`src/hdl/bwss_cfg.svh`:
```
`ifndef BWSS_CFG_SVH
`define BWSS_CFG_SVH
// Register byte offsets
`define BWSS_IO_OFF 12'h01c
`define BWSS_MEM_OFF 12'h020
`define BWSS_IRQ_STS_OFF 12'h100
`define BWSS_IRQ_MSK_OFF 12'h104
// Fixed I/O addressing code, bits 11:8
`define BWSS_IO_CODE 4'h1
`define BWSS_IO_CODE_LSB 8
`define BWSS_IO_LIM_LSB 12
`define BWSS_MEM_BASE_LSB 4
// Status flag positions in the 0x1c word
`define BWSS_MDPE_POS 24
`define BWSS_STA_POS 27
`define BWSS_RTA_POS 28
`define BWSS_RMA_POS 29
`define BWSS_RSE_POS 30
`define BWSS_DPE_POS 31
// Flag index in the compact view
`define BWSS_F_MDPE 0
`define BWSS_F_STA 1
`define BWSS_F_RTA 2
`define BWSS_F_RMA 3
`define BWSS_F_RSE 4
`define BWSS_F_DPE 5
`define BWSS_NFLAG 6
// Reset values and fixed window low-bit fills
`define BWSS_IO_LIM_RST 4'h0
`define BWSS_MEM_BASE_RST 12'h000
`define BWSS_MASK_RST 6'h00
`define BWSS_IO_LOW_ONES 12'hfff
`define BWSS_MEM_LOW_ONES 20'hfffff
`endif

```
`src/hdl/bwss_pkg.sv`:
```
package bwss_pkg;
  // Error and abort events from the port's transaction logic
  typedef struct packed {
    logic par_err;
    logic cpl_abort_sent;
    logic cpl_abort_rcvd;
    logic cpl_ur_rcvd;
    logic err_msg_sent;
    logic poisoned_rcvd;
  } bwss_events_t;
  // Window setup owned by neighbouring registers
  typedef struct packed {
    logic [3:0] io_base_nib;
    logic [15:0] io_base_upper;
    logic [15:0] io_limit_upper;
    logic [11:0] mem_limit;
  } bwss_win_t;
  // Bridge control enables
  typedef struct packed {
    logic perr_resp_en;
    logic serr_en;
  } bwss_ctl_t;
endpackage

```
`src/hdl/bwss_regs.sv`:
```
// Chosen here: the APB register port.
`timescale 1ns/1ps
`include "bwss_cfg.svh"
// Notes on behaviour
// [RULE1] I/O limit bits 11:8 read fixed code
// [RULE2] Writable I/O limit nibble, resets zero
// [RULE3] I/O top low bits ones, upper external
// [RULE4] Legacy PCI status bits read zero
// [RULE5] Parity event sets bit 24
// [RULE6] Bit 24 gated by parity response enable
// [RULE7] Completer abort sent sets bit 27
// [RULE8] Completer abort received sets bit 28
// [RULE9] Unsupported request received sets bit 29
// [RULE10] Error message with enable sets bit 30
// [RULE11] Poisoned packet received sets bit 31
// [RULE12] Writable memory base bits 15:4
// [RULE13] Memory bottom low bits zero, resets zero
// [RULE14] Memory top low twenty bits ones
// [RULE15] I/O bottom low twelve bits zero
// [RULE16] Write one clears, events win
// [RULE17] Inside window when base to limit
// [RULE18] Reserved bits read zero, ignore writes
module bwss_regs
  import bwss_pkg::*;
(
  input wire logic pclk,
  input wire logic presetn,
  input wire logic psel,
  input wire logic penable,
  input wire logic pwrite,
  input wire logic [11:0] paddr,
  input wire logic [31:0] pwdata,
  output logic [31:0] prdata,
  output logic pready,
  output logic pslverr,
  input wire bwss_events_t events,
  input wire bwss_win_t win,
  input wire bwss_ctl_t ctl,
  input wire logic [31:0] io_chk_addr,
  input wire logic [31:0] mem_chk_addr,
  output logic io_hit,
  output logic mem_hit,
  output logic irq
);

  // ************************************************************
  // Bus slave
  // ************************************************************
  logic [31:0] prdata_q;
  logic [31:0] rd_d;
  logic pready_q;
  logic pslverr_q;
  logic map_d;
  logic setup;
  logic wr_en;
  logic [3:0] io_lim_q;
  logic [11:0] mem_base_q;
  logic [`BWSS_NFLAG-1:0] sts_q;
  logic [`BWSS_NFLAG-1:0] sts_set;
  logic [`BWSS_NFLAG-1:0] sts_clr;
  logic [`BWSS_NFLAG-1:0] mask_q;
  logic irq_q;
  logic io_hit_q;
  logic mem_hit_q;
  logic [31:0] io_lo;
  logic [31:0] io_hi;
  logic [31:0] mem_lo;
  logic [31:0] mem_hi;

  assign setup = psel && !penable && !pready_q;
  // Writes land only at the completing access edge
  assign wr_en = psel && penable && pready_q && pwrite;

  // Read word assembly; unlisted bits stay zero
  always_comb
  begin
    rd_d = 32'h0000_0000; // RULE18
    map_d = 1'b1;
    case (paddr)
      `BWSS_IO_OFF:
      begin
        rd_d[3:0] = `BWSS_IO_CODE;
        rd_d[7:4] = win.io_base_nib;
        rd_d[11:8] = `BWSS_IO_CODE; // RULE1
        rd_d[15:12] = io_lim_q;
        // Bits 21, 23, 26:25 have no storage and read zero
        rd_d[`BWSS_MDPE_POS] = sts_q[`BWSS_F_MDPE]; // RULE4
        rd_d[`BWSS_STA_POS] = sts_q[`BWSS_F_STA];
        rd_d[`BWSS_RTA_POS] = sts_q[`BWSS_F_RTA];
        rd_d[`BWSS_RMA_POS] = sts_q[`BWSS_F_RMA];
        rd_d[`BWSS_RSE_POS] = sts_q[`BWSS_F_RSE];
        rd_d[`BWSS_DPE_POS] = sts_q[`BWSS_F_DPE];
      end
      `BWSS_MEM_OFF:
      begin
        rd_d[15:4] = mem_base_q; // RULE18
        rd_d[31:20] = win.mem_limit;
      end
      `BWSS_IRQ_STS_OFF: rd_d[`BWSS_NFLAG-1:0] = sts_q;
      `BWSS_IRQ_MSK_OFF: rd_d[`BWSS_NFLAG-1:0] = mask_q;
      default: map_d = 1'b0;
    endcase
  end

  // One wait state: answer is ready in the access phase
  always_ff @(posedge pclk or negedge presetn)
  begin
    if (!presetn)
    begin
      pready_q <= 1'b0;
      pslverr_q <= 1'b0;
      prdata_q <= 32'h0000_0000;
    end
    else if (setup)
    begin
      pready_q <= 1'b1;
      pslverr_q <= !map_d;
      prdata_q <= pwrite ? 32'h0000_0000 : rd_d;
    end
    else
    begin
      pready_q <= 1'b0;
      pslverr_q <= 1'b0;
    end
  end

  // ************************************************************
  // Window fields and interrupt mask
  // ************************************************************
  // Software-owned limit and base; reserved write bits dropped
  always_ff @(posedge pclk or negedge presetn)
  begin
    if (!presetn)
    begin
      io_lim_q <= `BWSS_IO_LIM_RST; // RULE2
      mem_base_q <= `BWSS_MEM_BASE_RST; // RULE13
      mask_q <= `BWSS_MASK_RST;
    end
    else if (wr_en && !pslverr_q)
    begin
      if (paddr == `BWSS_IO_OFF)
        io_lim_q <= pwdata[`BWSS_IO_LIM_LSB +: 4]; // RULE2
      if (paddr == `BWSS_MEM_OFF)
        mem_base_q <= pwdata[`BWSS_MEM_BASE_LSB +: 12]; // RULE12
      if (paddr == `BWSS_IRQ_MSK_OFF)
        mask_q <= pwdata[`BWSS_NFLAG-1:0];
    end
  end

  // ************************************************************
  // Status flags
  // ************************************************************
  // Event qualification; parity flag needs its response enable
  always_comb
  begin
    sts_set = '0;
    sts_set[`BWSS_F_MDPE] = events.par_err && ctl.perr_resp_en; // RULE5 RULE6
    sts_set[`BWSS_F_STA] = events.cpl_abort_sent; // RULE7
    sts_set[`BWSS_F_RTA] = events.cpl_abort_rcvd; // RULE8
    sts_set[`BWSS_F_RMA] = events.cpl_ur_rcvd; // RULE9
    sts_set[`BWSS_F_RSE] = events.err_msg_sent && ctl.serr_en; // RULE10
    sts_set[`BWSS_F_DPE] = events.poisoned_rcvd; // RULE11
  end

  // Both the status word and the compact view clear by writing ones
  always_comb
  begin
    sts_clr = '0;
    if (wr_en && paddr == `BWSS_IO_OFF)
    begin
      sts_clr[`BWSS_F_MDPE] = pwdata[`BWSS_MDPE_POS]; // RULE16
      sts_clr[`BWSS_F_STA] = pwdata[`BWSS_STA_POS];
      sts_clr[`BWSS_F_RTA] = pwdata[`BWSS_RTA_POS];
      sts_clr[`BWSS_F_RMA] = pwdata[`BWSS_RMA_POS];
      sts_clr[`BWSS_F_RSE] = pwdata[`BWSS_RSE_POS];
      sts_clr[`BWSS_F_DPE] = pwdata[`BWSS_DPE_POS];
    end
    else if (wr_en && paddr == `BWSS_IRQ_STS_OFF)
      sts_clr = pwdata[`BWSS_NFLAG-1:0];
  end

  // Set beats clear so an event in the clearing cycle survives
  always_ff @(posedge pclk or negedge presetn)
  begin
    if (!presetn)
      sts_q <= '0;
    else
      sts_q <= (sts_q & ~sts_clr) | sts_set; // RULE16
  end

  // Level interrupt from unmasked flags
  always_ff @(posedge pclk or negedge presetn)
  begin
    if (!presetn)
      irq_q <= 1'b0;
    else
      irq_q <= |(sts_q & mask_q);
  end

  // ************************************************************
  // Forwarding decision
  // ************************************************************
  // Assembled window edges
  assign io_lo = {win.io_base_upper, win.io_base_nib, 12'h000}; // RULE15
  assign io_hi = {win.io_limit_upper, io_lim_q, `BWSS_IO_LOW_ONES}; // RULE3
  assign mem_lo = {mem_base_q, 20'h00000}; // RULE13
  assign mem_hi = {win.mem_limit, `BWSS_MEM_LOW_ONES}; // RULE14

  // Registered compare costs a cycle but keeps outputs clean
  always_ff @(posedge pclk or negedge presetn)
  begin
    if (!presetn)
    begin
      io_hit_q <= 1'b0;
      mem_hit_q <= 1'b0;
    end
    else
    begin
      io_hit_q <= io_chk_addr >= io_lo && io_chk_addr <= io_hi; // RULE17
      mem_hit_q <= mem_chk_addr >= mem_lo && mem_chk_addr <= mem_hi; // RULE17
    end
  end

  assign prdata = prdata_q;
  assign pready = pready_q;
  assign pslverr = pslverr_q;
  assign irq = irq_q;
  assign io_hit = io_hit_q;
  assign mem_hit = mem_hit_q;
endmodule

```
`config.mk`:
```
export PLATFORM = sky130hd
export DESIGN_NAME = bwss_regs
export DESIGN_NICKNAME = d
export VERILOG_FILES = /design/src/hdl/bwss_pkg.sv /design/src/hdl/bwss_regs.sv
export VERILOG_INCLUDE_DIRS = /design/src /design/src/hdl
export SDC_FILE = /design/constraint.sdc
export NUM_CORES = 1
export LEC_CHECK = 0
export ABC_AREA = 1
export BUFFER_PORTS_ARGS = -buffer_cell sky130_fd_sc_hd__clkbuf_2
export CORE_MARGIN = 2
export CORE_UTILIZATION = 49
export DETAILED_ROUTE_END_ITERATION = 12
export GPL_ROUTABILITY_DRIVEN = 0
export GPL_TIMING_DRIVEN = 1
export MAX_ROUTING_LAYER = met4
export PLACE_DENSITY_LB_ADDON = 0.15
export SYNTH_ARGS = -nofsm -noshare
export SYNTH_HDL_FRONTEND = slang
export SYNTH_SLANG_ARGS = --single-unit
export TNS_END_PERCENT = 1
```
`constraint.sdc`:
```
create_clock -name pclk -period 2 [get_ports pclk]
set_clock_uncertainty 0.15 [all_clocks]
set_input_delay 0.1 -clock pclk [delete_from_list [all_inputs] [get_ports pclk]]
set_output_delay 0.1 -clock pclk [all_outputs]
set_load 0.1 [all_outputs]
```
# Word-level counts from Yosys, hierarchy flattened

Cells that the tools add are included.

$lt $le $gt $ge: 4
Equality and inequality tests: 4
Multiplexer cells: 13
Bitwise logic cells: 4
Reduce and logical (&&, ||, !) cells: 21

Operator list:

| operator                                        | number |
|---|---|
| >= comparator 32 bit                            | 2 |
| less-or-equal comparator 32 bit                 | 2 |
| two-way mux 32 bit                              | 1 |
| == test 12 x 9 -> 1 bit (second input constant) | 2 |
| case mux 10 bit (2 select lines)                | 1 |
| AND 6 bit                                       | 2 |
| == test 12 x 5 -> 1 bit (second input constant) | 1 |
| == test 12 x 6 -> 1 bit (second input constant) | 1 |
| logical AND 1 bit                               | 12 |
| two-way mux 6 bit                               | 2 |
| case mux 4 bit (3 select lines)                 | 1 |
| case mux 5 bit (2 select lines)                 | 1 |
| case mux 2 bit (4 select lines)                 | 1 |
| inverter 6 bit                                  | 1 |
| OR 6 bit                                        | 1 |
| AND reduction 2 bit                             | 3 |
| OR reduction 6 bit                              | 1 |
| logical NOT 1 bit                               | 4 |
| two-way mux 4 bit                               | 1 |
| OR reduction 4 bit                              | 1 |
| two-way mux 1 bit                               | 3 |
| two-way mux 2 bit                               | 1 |
| case mux 1 bit (2 select lines)                 | 1 |

Register bits after elaboration: 65
Input port bits: 169
Output and inout port bits: 37
Logic and storage cells: 56

# Longest topological paths before layout

Gate-level depths: netlist of run 1.

Depth in word-level cells: 9
Depth in mapped cells: 13
Gate-level depth less buffers: 13

# Worst setup path after synthesis of run 1

Ideal clock, no wire load.

Path type: reg2reg
Start: register pready_q, in the netlist pready
End: register mem_base_q[10]
Library setup time: 0.121 ns
Data arrival time: 1.812 ns
Data required time: 1.729 ns
Path slack: -0.083 ns
Cell stages (with the launch flop): 7
Buffers on the path: 1
Clock period less this slack: 2.083 ns
Cell sequence: dfrtp_1 nand4_2 nor2_2 nand3_2 buf_2 nand2_1 o21ai_1

Cells in the longest elaborated chain, start to end: 4

Ends and longest elaborated chain:

| item                                 | RTL line         | RTL |
|---|---|---|
| start: declaration                   | bwss_regs.sv:51  | `logic pready_q;` |
| start signal: assignment             | bwss_regs.sv:110 | `pready_q <= 1'b0;` |
| start signal: assignment             | bwss_regs.sv:116 | `pready_q <= 1'b1;` |
| start signal: assignment             | bwss_regs.sv:122 | `pready_q <= 1'b0;` |
| logical AND 1 bit (2 in a row)       | bwss_regs.sv:72  | `assign wr_en = psel && penable && pready_q && pwrite;` |
| logical AND 1 bit                    | bwss_regs.sv:139 | `else if (wr_en && !pslverr_q)` |
| AND reduction 2 bit (no source line) | --               |  |
| end signal: assignment               | bwss_regs.sv:136 | `` mem_base_q <= `BWSS_MEM_BASE_RST; `` |
| end signal: assignment               | bwss_regs.sv:144 | `` mem_base_q <= pwdata[`BWSS_MEM_BASE_LSB +: 12]; `` |
| end: declaration                     | bwss_regs.sv:57  | `logic [11:0] mem_base_q;` |

Every way passes these cells.
A chain may end at the register's enable or synchronous reset.

# Worst setup path after layout of run 1

Start: input port penable
End: register sts_q[4]

Cells in the longest elaborated chain, start to end: 9
Elaborated cells on any way between the ends: 10
Those cells by class: mux: 2; bitwise: 3; reduce/logical: 5

Ends and longest elaborated chain:

| item                               | RTL line         | RTL |
|---|---|---|
| start: declaration                 | bwss_regs.sv:29  | `input wire logic penable,` |
| logical AND 1 bit * (3 in a row)   | bwss_regs.sv:72  |  |
| logical AND 1 bit (no source line) | --               |  |
| two-way mux 6 bit                  | bwss_regs.sv:178 | `` else if (wr_en && paddr == `BWSS_IRQ_STS_OFF) `` |
| two-way mux 6 bit *                | bwss_regs.sv:169 | `` if (wr_en && paddr == `BWSS_IO_OFF) `` |
| inverter 6 bit *                   | bwss_regs.sv:188 | `sts_q <= (sts_q & ~sts_clr) \| sts_set;` |
| AND 6 bit *                        | bwss_regs.sv:188 |  |
| OR 6 bit *                         | bwss_regs.sv:188 |  |
| end signal: assignment             | bwss_regs.sv:188 |  |
| end: declaration                   | bwss_regs.sv:58  | `` logic [`BWSS_NFLAG-1:0] sts_q; `` |

Mark *: on every way between the ends. The rest lies on a longest branch, timed or not.

==> results of run 1 <==
Yosys cell counts:
cell,instances
nand4_1,11
nand4_2,1
nor3_1,7
dfrtp_1,61
buf_4,4
a221oi_1,1
inv_2,3
nor2_2,5
nor2_4,3
nand2_2,2
buf_6,2
nor2_1,53
nand2_1,212
o22ai_1,10
o21ai_0,15
ha_1,64
nor3_4,1
nand3_1,33
o21bai_1,5
conb_1,1
buf_2,7
nand3_2,1
o31ai_1,9
a21o_1,2
inv_1,128
o21ai_1,19
a21oi_1,24
and2_1,2
clkbuf_1,1
per-stage QoR:
stage	utilization, %	power [µW]
floorplan	-	1640
global placement	60.9	1910
detailed placement	60.9	1930
CTS	67.4	3210
global route	67.5	3370
finish	67.5	3200
registers in the layout, indices dropped and copies added, names as in the netlist:
signal	count
io_hit	1
io_lim_q	4
irq	1
mask_q	6
mem_base_q	12
mem_hit	1
prdata	28
pready	1
pslverr	1
sts_q	6
worst max-delay path, cell delays in order:
cell and delay (ns):
dlygate4sd3_1 0.53, clkbuf_2 0.17, nand4_4 0.17, nor2_4 0.22, nand2_1 0.08, nand3_1 0.09, nand2_1 0.06, dlygate4sd3_1 0.56
how the worst min path moves through the flow:
stage | slack [ns] | to | cells after the start
floorplan | -0.35 | io_hit | 0
global placement | -0.02 | prdata[2] | 1
detailed placement | -0.02 | prdata[2] | 1
CTS | 0.01 | mem_hit | 7
global route | 0.05 | prdata[7] | 5
finish | 0.02 | mem_hit | 7
routing by layer:
layer  up-vias  GRT usage (%)  part of all wire (%)
li1       2638              -                     -
met5         -              -                     0
met2       160           47.2                    51
met1      2319           32.4                    42
met3        20           3.93                   5.6
met4         0           7.69                   1.5
cells by family (layout without fill, tap and decap cells):
logic type,count (synthesis),after routing,synth area share [%]
and+or+nand+nor,331,331,29.1
buffers and inverters,145,381,12.2
AOI/OAI and AO/OA,85,85,10.1
adders and majority gates,64,64,16.7
DFF,61,61,31.9
other,1,4,0.0783
area by class of cell:
class / count / area share (%)
multi-input combinational: 484 / 41.6
inverter: 131 / 7.55
tap: 133 / 2.56
timing repair buffer: 234 / 21.4
clock buffer: 12 / 2.38
clock inverter: 4 / 1.08
sequential: 61 / 23.5
where the power goes:
part,internal [µW],switching [µW],leakage [µW]
Clock,766,472,0.000116
Sequential,1240,4.80,0.000815
Combinational,302,417,0.00288
what timing repair did:
action	4_1_cts	5_1_grt
resized for setup	0	3
setup endpoints to repair	0	6
hold buffers	40	0
hold endpoints to repair	65	0
setup buffers	0	0
==> impl_metrics.py, run 1 <==
metrics = {
    "outcome": {
        "status": "complete, no violations",
    },
    "power": {
        "p_leak_uw": 0.00381,
        "ir_worst_vdd_mv": 0.352,
        "power_density_mw_per_mm2": 492,
    },
    "timing": {
        "timing.final.ws_setup_ns": 0.0892,
        "finalHoldViolCount": 0,
        "tightest_slew_ns": 0.628,
        "rsz0062_at_grt": "no",
        "min_period_ns": 1.91,
        "slew_violations": 0,
        "clock.fmax_mhz": 523,
        "fin_crit_sh_pct": 95.5,
        "holdWs_ns": 0.0234,
        "finalSetupViolCount": 0,
        "maxSlewHeadroom_pct": 58.1,
        "tns_ns": 0,
    },
    "finish": {
        "instances_no_fill": 1059,
        "multi_input_area_mm2": 0.00271,
        "synthToLayoutAreaGrowth_pct": 36.0,
        "num-nets-final": 1154,
        "regArea_mm2": 0.00153,
        "final_cell_mix": "nand2_1 (212), clkbuf_2 (191), inv_1 (128), ha_1 (64), dfrtp_1 (60)",
        "fin_area_mm2": 0.00651,
        "n_antenna_cell": 0,
        "fillers": 877,
        "drive_above_1_share_pct": 24.4,
        "final_common_cell": "nand2_1",
    },
    "setup_path": {
        "ff2ff_path_depth": 6,
        "rr_endpoint": "sts_q[4]",
        "path_class": "in2reg",
        "arrival_ns": 1.98,
        "endpoint": "sts_q[4]",
        "rr_startpoint": "pready",
        "crit_path_start": "penable",
        "regToRegSetupSlack_ns": 0.12,
        "cp-end-kind": "flip-flop",
        "worstSetupStartpointType": "input pin",
        "cp_max_fo": 6,
        "worstPathRequired_ns": 2.07,
    },
    "routing": {
        "detail_route.wl_per_cell_um": 12.9,
        "avgViaCountPerCell": 4.85,
        "drt-initial-drc-count": 232,
        "vias": 5137,
        "antenna_left": 0,
        "route.detailed.drc": 0,
        "drt_wl_total_um": 13700,
        "dr.pass1.iters": 7,
    },
    "floorplanning": {
        "start_util_pct": 49.7,
        "placementRows": 36,
        "dieArea_mm2": 0.0106,
        "die_h_um": 103,
        "core_area_mm2": 0.00964,
        "num_io_pins": 206,
        "dieWidth_um": 103,
    },
    "synth": {
        "synth_top_area_share_pct": 31.9,
        "synth_top_cell_by_area": "dfrtp_1",
        "synth_seq_area_share_pct": 31.9,
        "syn_area_mm2": 0.00479,
        "synthTopCellsByArea": "dfrtp_1 (32%), ha_1 (17%), nand2_1 (17%), inv_1 (10%), nor2_1 (4.2%)",
        "ys_warn_count": 0,
        "ys_ff_latch": 61,
        "syn_inst": 687,
        "avgSynthCellArea_um2": 6.97,
        "synth_cell_types": 29,
    },
    "flow_run": {
        "cap_violations": 0,
    },
    "cts": {
        "cts_tree": "yes",
        "clk_pin_slew_worst_paths_ns": 0.07,
        "root_buffer": "clkbuf_8",
        "htreeDepth": 3,
        "insertion_delay_ns": 0.34,
        "cts_buffers": 9,
        "cts.sink_count": 61,
        "cts_buffer_depth": 2,
    },
    "global_routing": {
        "grt_pass1_vias": 4955,
        "grt_first_pass_wirelength_um": 21700,
        "track_usage_pct": 27.0,
        "grt_start_max_net_pins": 39,
        "grt_overflow_total": 0,
        "antenna_found_initial": 0,
    },
    "hold_path": {
        "hp-start": "mem_chk_addr[0]",
        "hp-class": "in2reg",
    },
    "placed_design": {
        "dp_slack_ns": 0.313,
        "dpl-instance-area_mm2": 0.00587,
        "hpwl_um": 11000,
        "post-place-cells": 1003,
        "port_buffers": 191,
    },
}
Power figures use the tool's default switching activity.
==> run 2: changes to the inputs <==
CORE_ASPECT_RATIO = 1.1   (was unset)
==> impl_metrics.py, run 2 (synthesis results as in run 1) <==
metrics = {
    "cts": {
        "cts_buffers": 9,
        "cts_setup_buffers": 0,
        "cts_buffer_depth": 2,
        "root_buffer": "clkbuf_8",
        "cts.sink_count": 61,
        "clk_pin_slew_worst_paths_ns": 0.07,
        "insertion_delay_ns": 0.34,
        "cts_tree": "yes",
        "htreeDepth": 3,
    },
    "placed_design": {
        "hpwl_um": 11000,
        "port_buffers": 191,
        "post-place-cells": 989,
    },
    "global_routing": {
        "track_usage_pct": 26.8,
        "grt_start_max_net_pins": 30,
        "grt_first_pass_wirelength_um": 22200,
        "grt_pass1_vias": 5035,
        "grt_overflow_total": 0,
        "antenna_found_initial": 0,
    },
    "setup_path": {
        "path_class": "in2reg",
        "slowest_stage": "dlygate4sd3_1",
        "regToRegSetupSlack_ns": 0.08,
        "cp-end-kind": "flip-flop",
        "rr_startpoint": "pready",
        "cp_max_fo": 6,
        "arrival_ns": 2.01,
        "cp_cell_sequence": "dlygate4sd3_1 -> buf_2 -> nand4_4 -> nor2_4 -> nand2_1 -> nand2_1 -> o21bai_1 -> dlygate4sd3_1",
        "worstPathRequired_ns": 2.07,
        "worstSetupStartpointType": "input pin",
        "rr_endpoint": "sts_q[1]",
        "crit_path_max_incr_delay_ns": 0.59,
        "ff2ff_path_depth": 6,
    },
    "power": {
        "p_leak_uw": 0.00381,
        "ir_worst_vdd_mv": 0.345,
        "power_density_mw_per_mm2": 483,
        "total_power_uw": 3130,
    },
    "outcome": {
        "status": "complete, no violations",
    },
    "finish": {
        "final_common_cell": "nand2_1",
        "instances_no_fill": 1046,
        "multi_input_area_mm2": 0.00271,
        "final_cell_mix": "nand2_1 (212), clkbuf_2 (189), inv_1 (128), ha_1 (64), dfrtp_1 (60)",
        "final_util_pct": 68.7,
        "drive_above_1_share_pct": 24.4,
        "largest_reg_flops": 28,
        "regArea_mm2": 0.00153,
        "fillers": 850,
        "n_antenna_cell": 0,
        "synthToLayoutAreaGrowth_pct": 35.5,
        "num-nets-final": 1157,
    },
    "timing": {
        "holdWs_ns": 0.0149,
        "finalHoldViolCount": 0,
        "fin_crit_sh_pct": 97.0,
        "clock.fmax_mhz": 515,
        "min_period_ns": 1.94,
        "slew_violations": 0,
        "maxSlewHeadroom_pct": 62.0,
        "tightest_slew_ns": 0.572,
        "finalSetupViolCount": 0,
    },
    "floorplanning": {
        "core_area_mm2": 0.00944,
        "dieArea_mm2": 0.0106,
        "start_util_pct": 50.7,
        "die_h_um": 108,
        "num_io_pins": 206,
        "placementRows": 37,
        "dieWidth_um": 98.3,
    },
    "flow_run": {
        "cap_violations": 0,
    },
    "routing": {
        "drt-initial-drc-count": 226,
        "antenna_left": 0,
        "drt_wl_total_um": 13600,
        "detail_route.wl_per_cell_um": 13.0,
        "vias": 5201,
        "avgViaCountPerCell": 4.97,
        "dr.pass1.iters": 7,
        "route.detailed.drc": 0,
    },
    "hold_path": {
        "hp-class": "in2reg",
        "hold_end": "mem_hit",
        "whs_path_depth": 7,
        "hp-start": "mem_chk_addr[0]",
    },
}
==> run 2: repair_timing <==
item,in CTS,in global routing
hold buffers,41,0
hold endpoints to repair,77,0
setup endpoints to repair,0,6
gates resized for setup,0,6
==> run 2: layer usage <==
layer / track usage [%] / up-vias / wire length, µm
li1: - / 2641 / -
met1: 32.4 / 2336 / 5680
met2: 46.9 / 200 / 6710
met3: 2.79 / 24 / 870
met4: 9.59 / 0 / 291
met5: - / - / 0
==> run 2: metrics by stage <==
stage / setup TNS [ns] / worst slack [ns] / cell area, µm²
global route: -0.0196 / -0.0196 / 6490
global placement: 0 / 0.340 / 5850
detailed placement: 0 / 0.298 / 5850
floorplan: 0 / 0.238 / 4800
finish: 0 / 0.0592 / 6490
CTS: 0 / 0.0303 / 6470
==> run 2: area by class of cell <==
| class | instances | area share, % |
|---|---|---|
| well taps | 117 | 2.26 |
| flip-flops and latches | 61 | 23.5 |
| inverters | 131 | 7.58 |
| repair buffers | 237 | 21.7 |
| clock inverters | 5 | 1.16 |
| clock buffers | 11 | 2.03 |
| multi-input cells | 484 | 41.8 |
==> run 2: how the worst max path moves through the flow <==
| stage | to | startpoint | depth (start not counted) |
|---|---|---|---|
| after floorplan | mem_base_q[10] | pready | 6 |
| after global placement | mem_base_q[3] | pready | 5 |
| after detailed placement | mem_base_q[7] | pready | 5 |
| after CTS | sts_q[2] | penable | 8 |
| after global routing | sts_q[1] | pwrite | 8 |
| final | sts_q[1] | pwrite | 8 |
==> run 2: worst max-delay path: cells and delay by family <==
kind                   cells  cell delay, ns
buffers and inverters      3            1.30
AND/OR/NAND/NOR            4            0.54
AO/OA/AOI/OAI              1            0.07
==> run 2: power breakdown <==
part           total, µW  internal, µW  switching [µW]  leakage (µW)
clock network       1170           696             472      0.000107
registers           1250          1240            4.85      0.000815
logic                719           302             416       0.00289
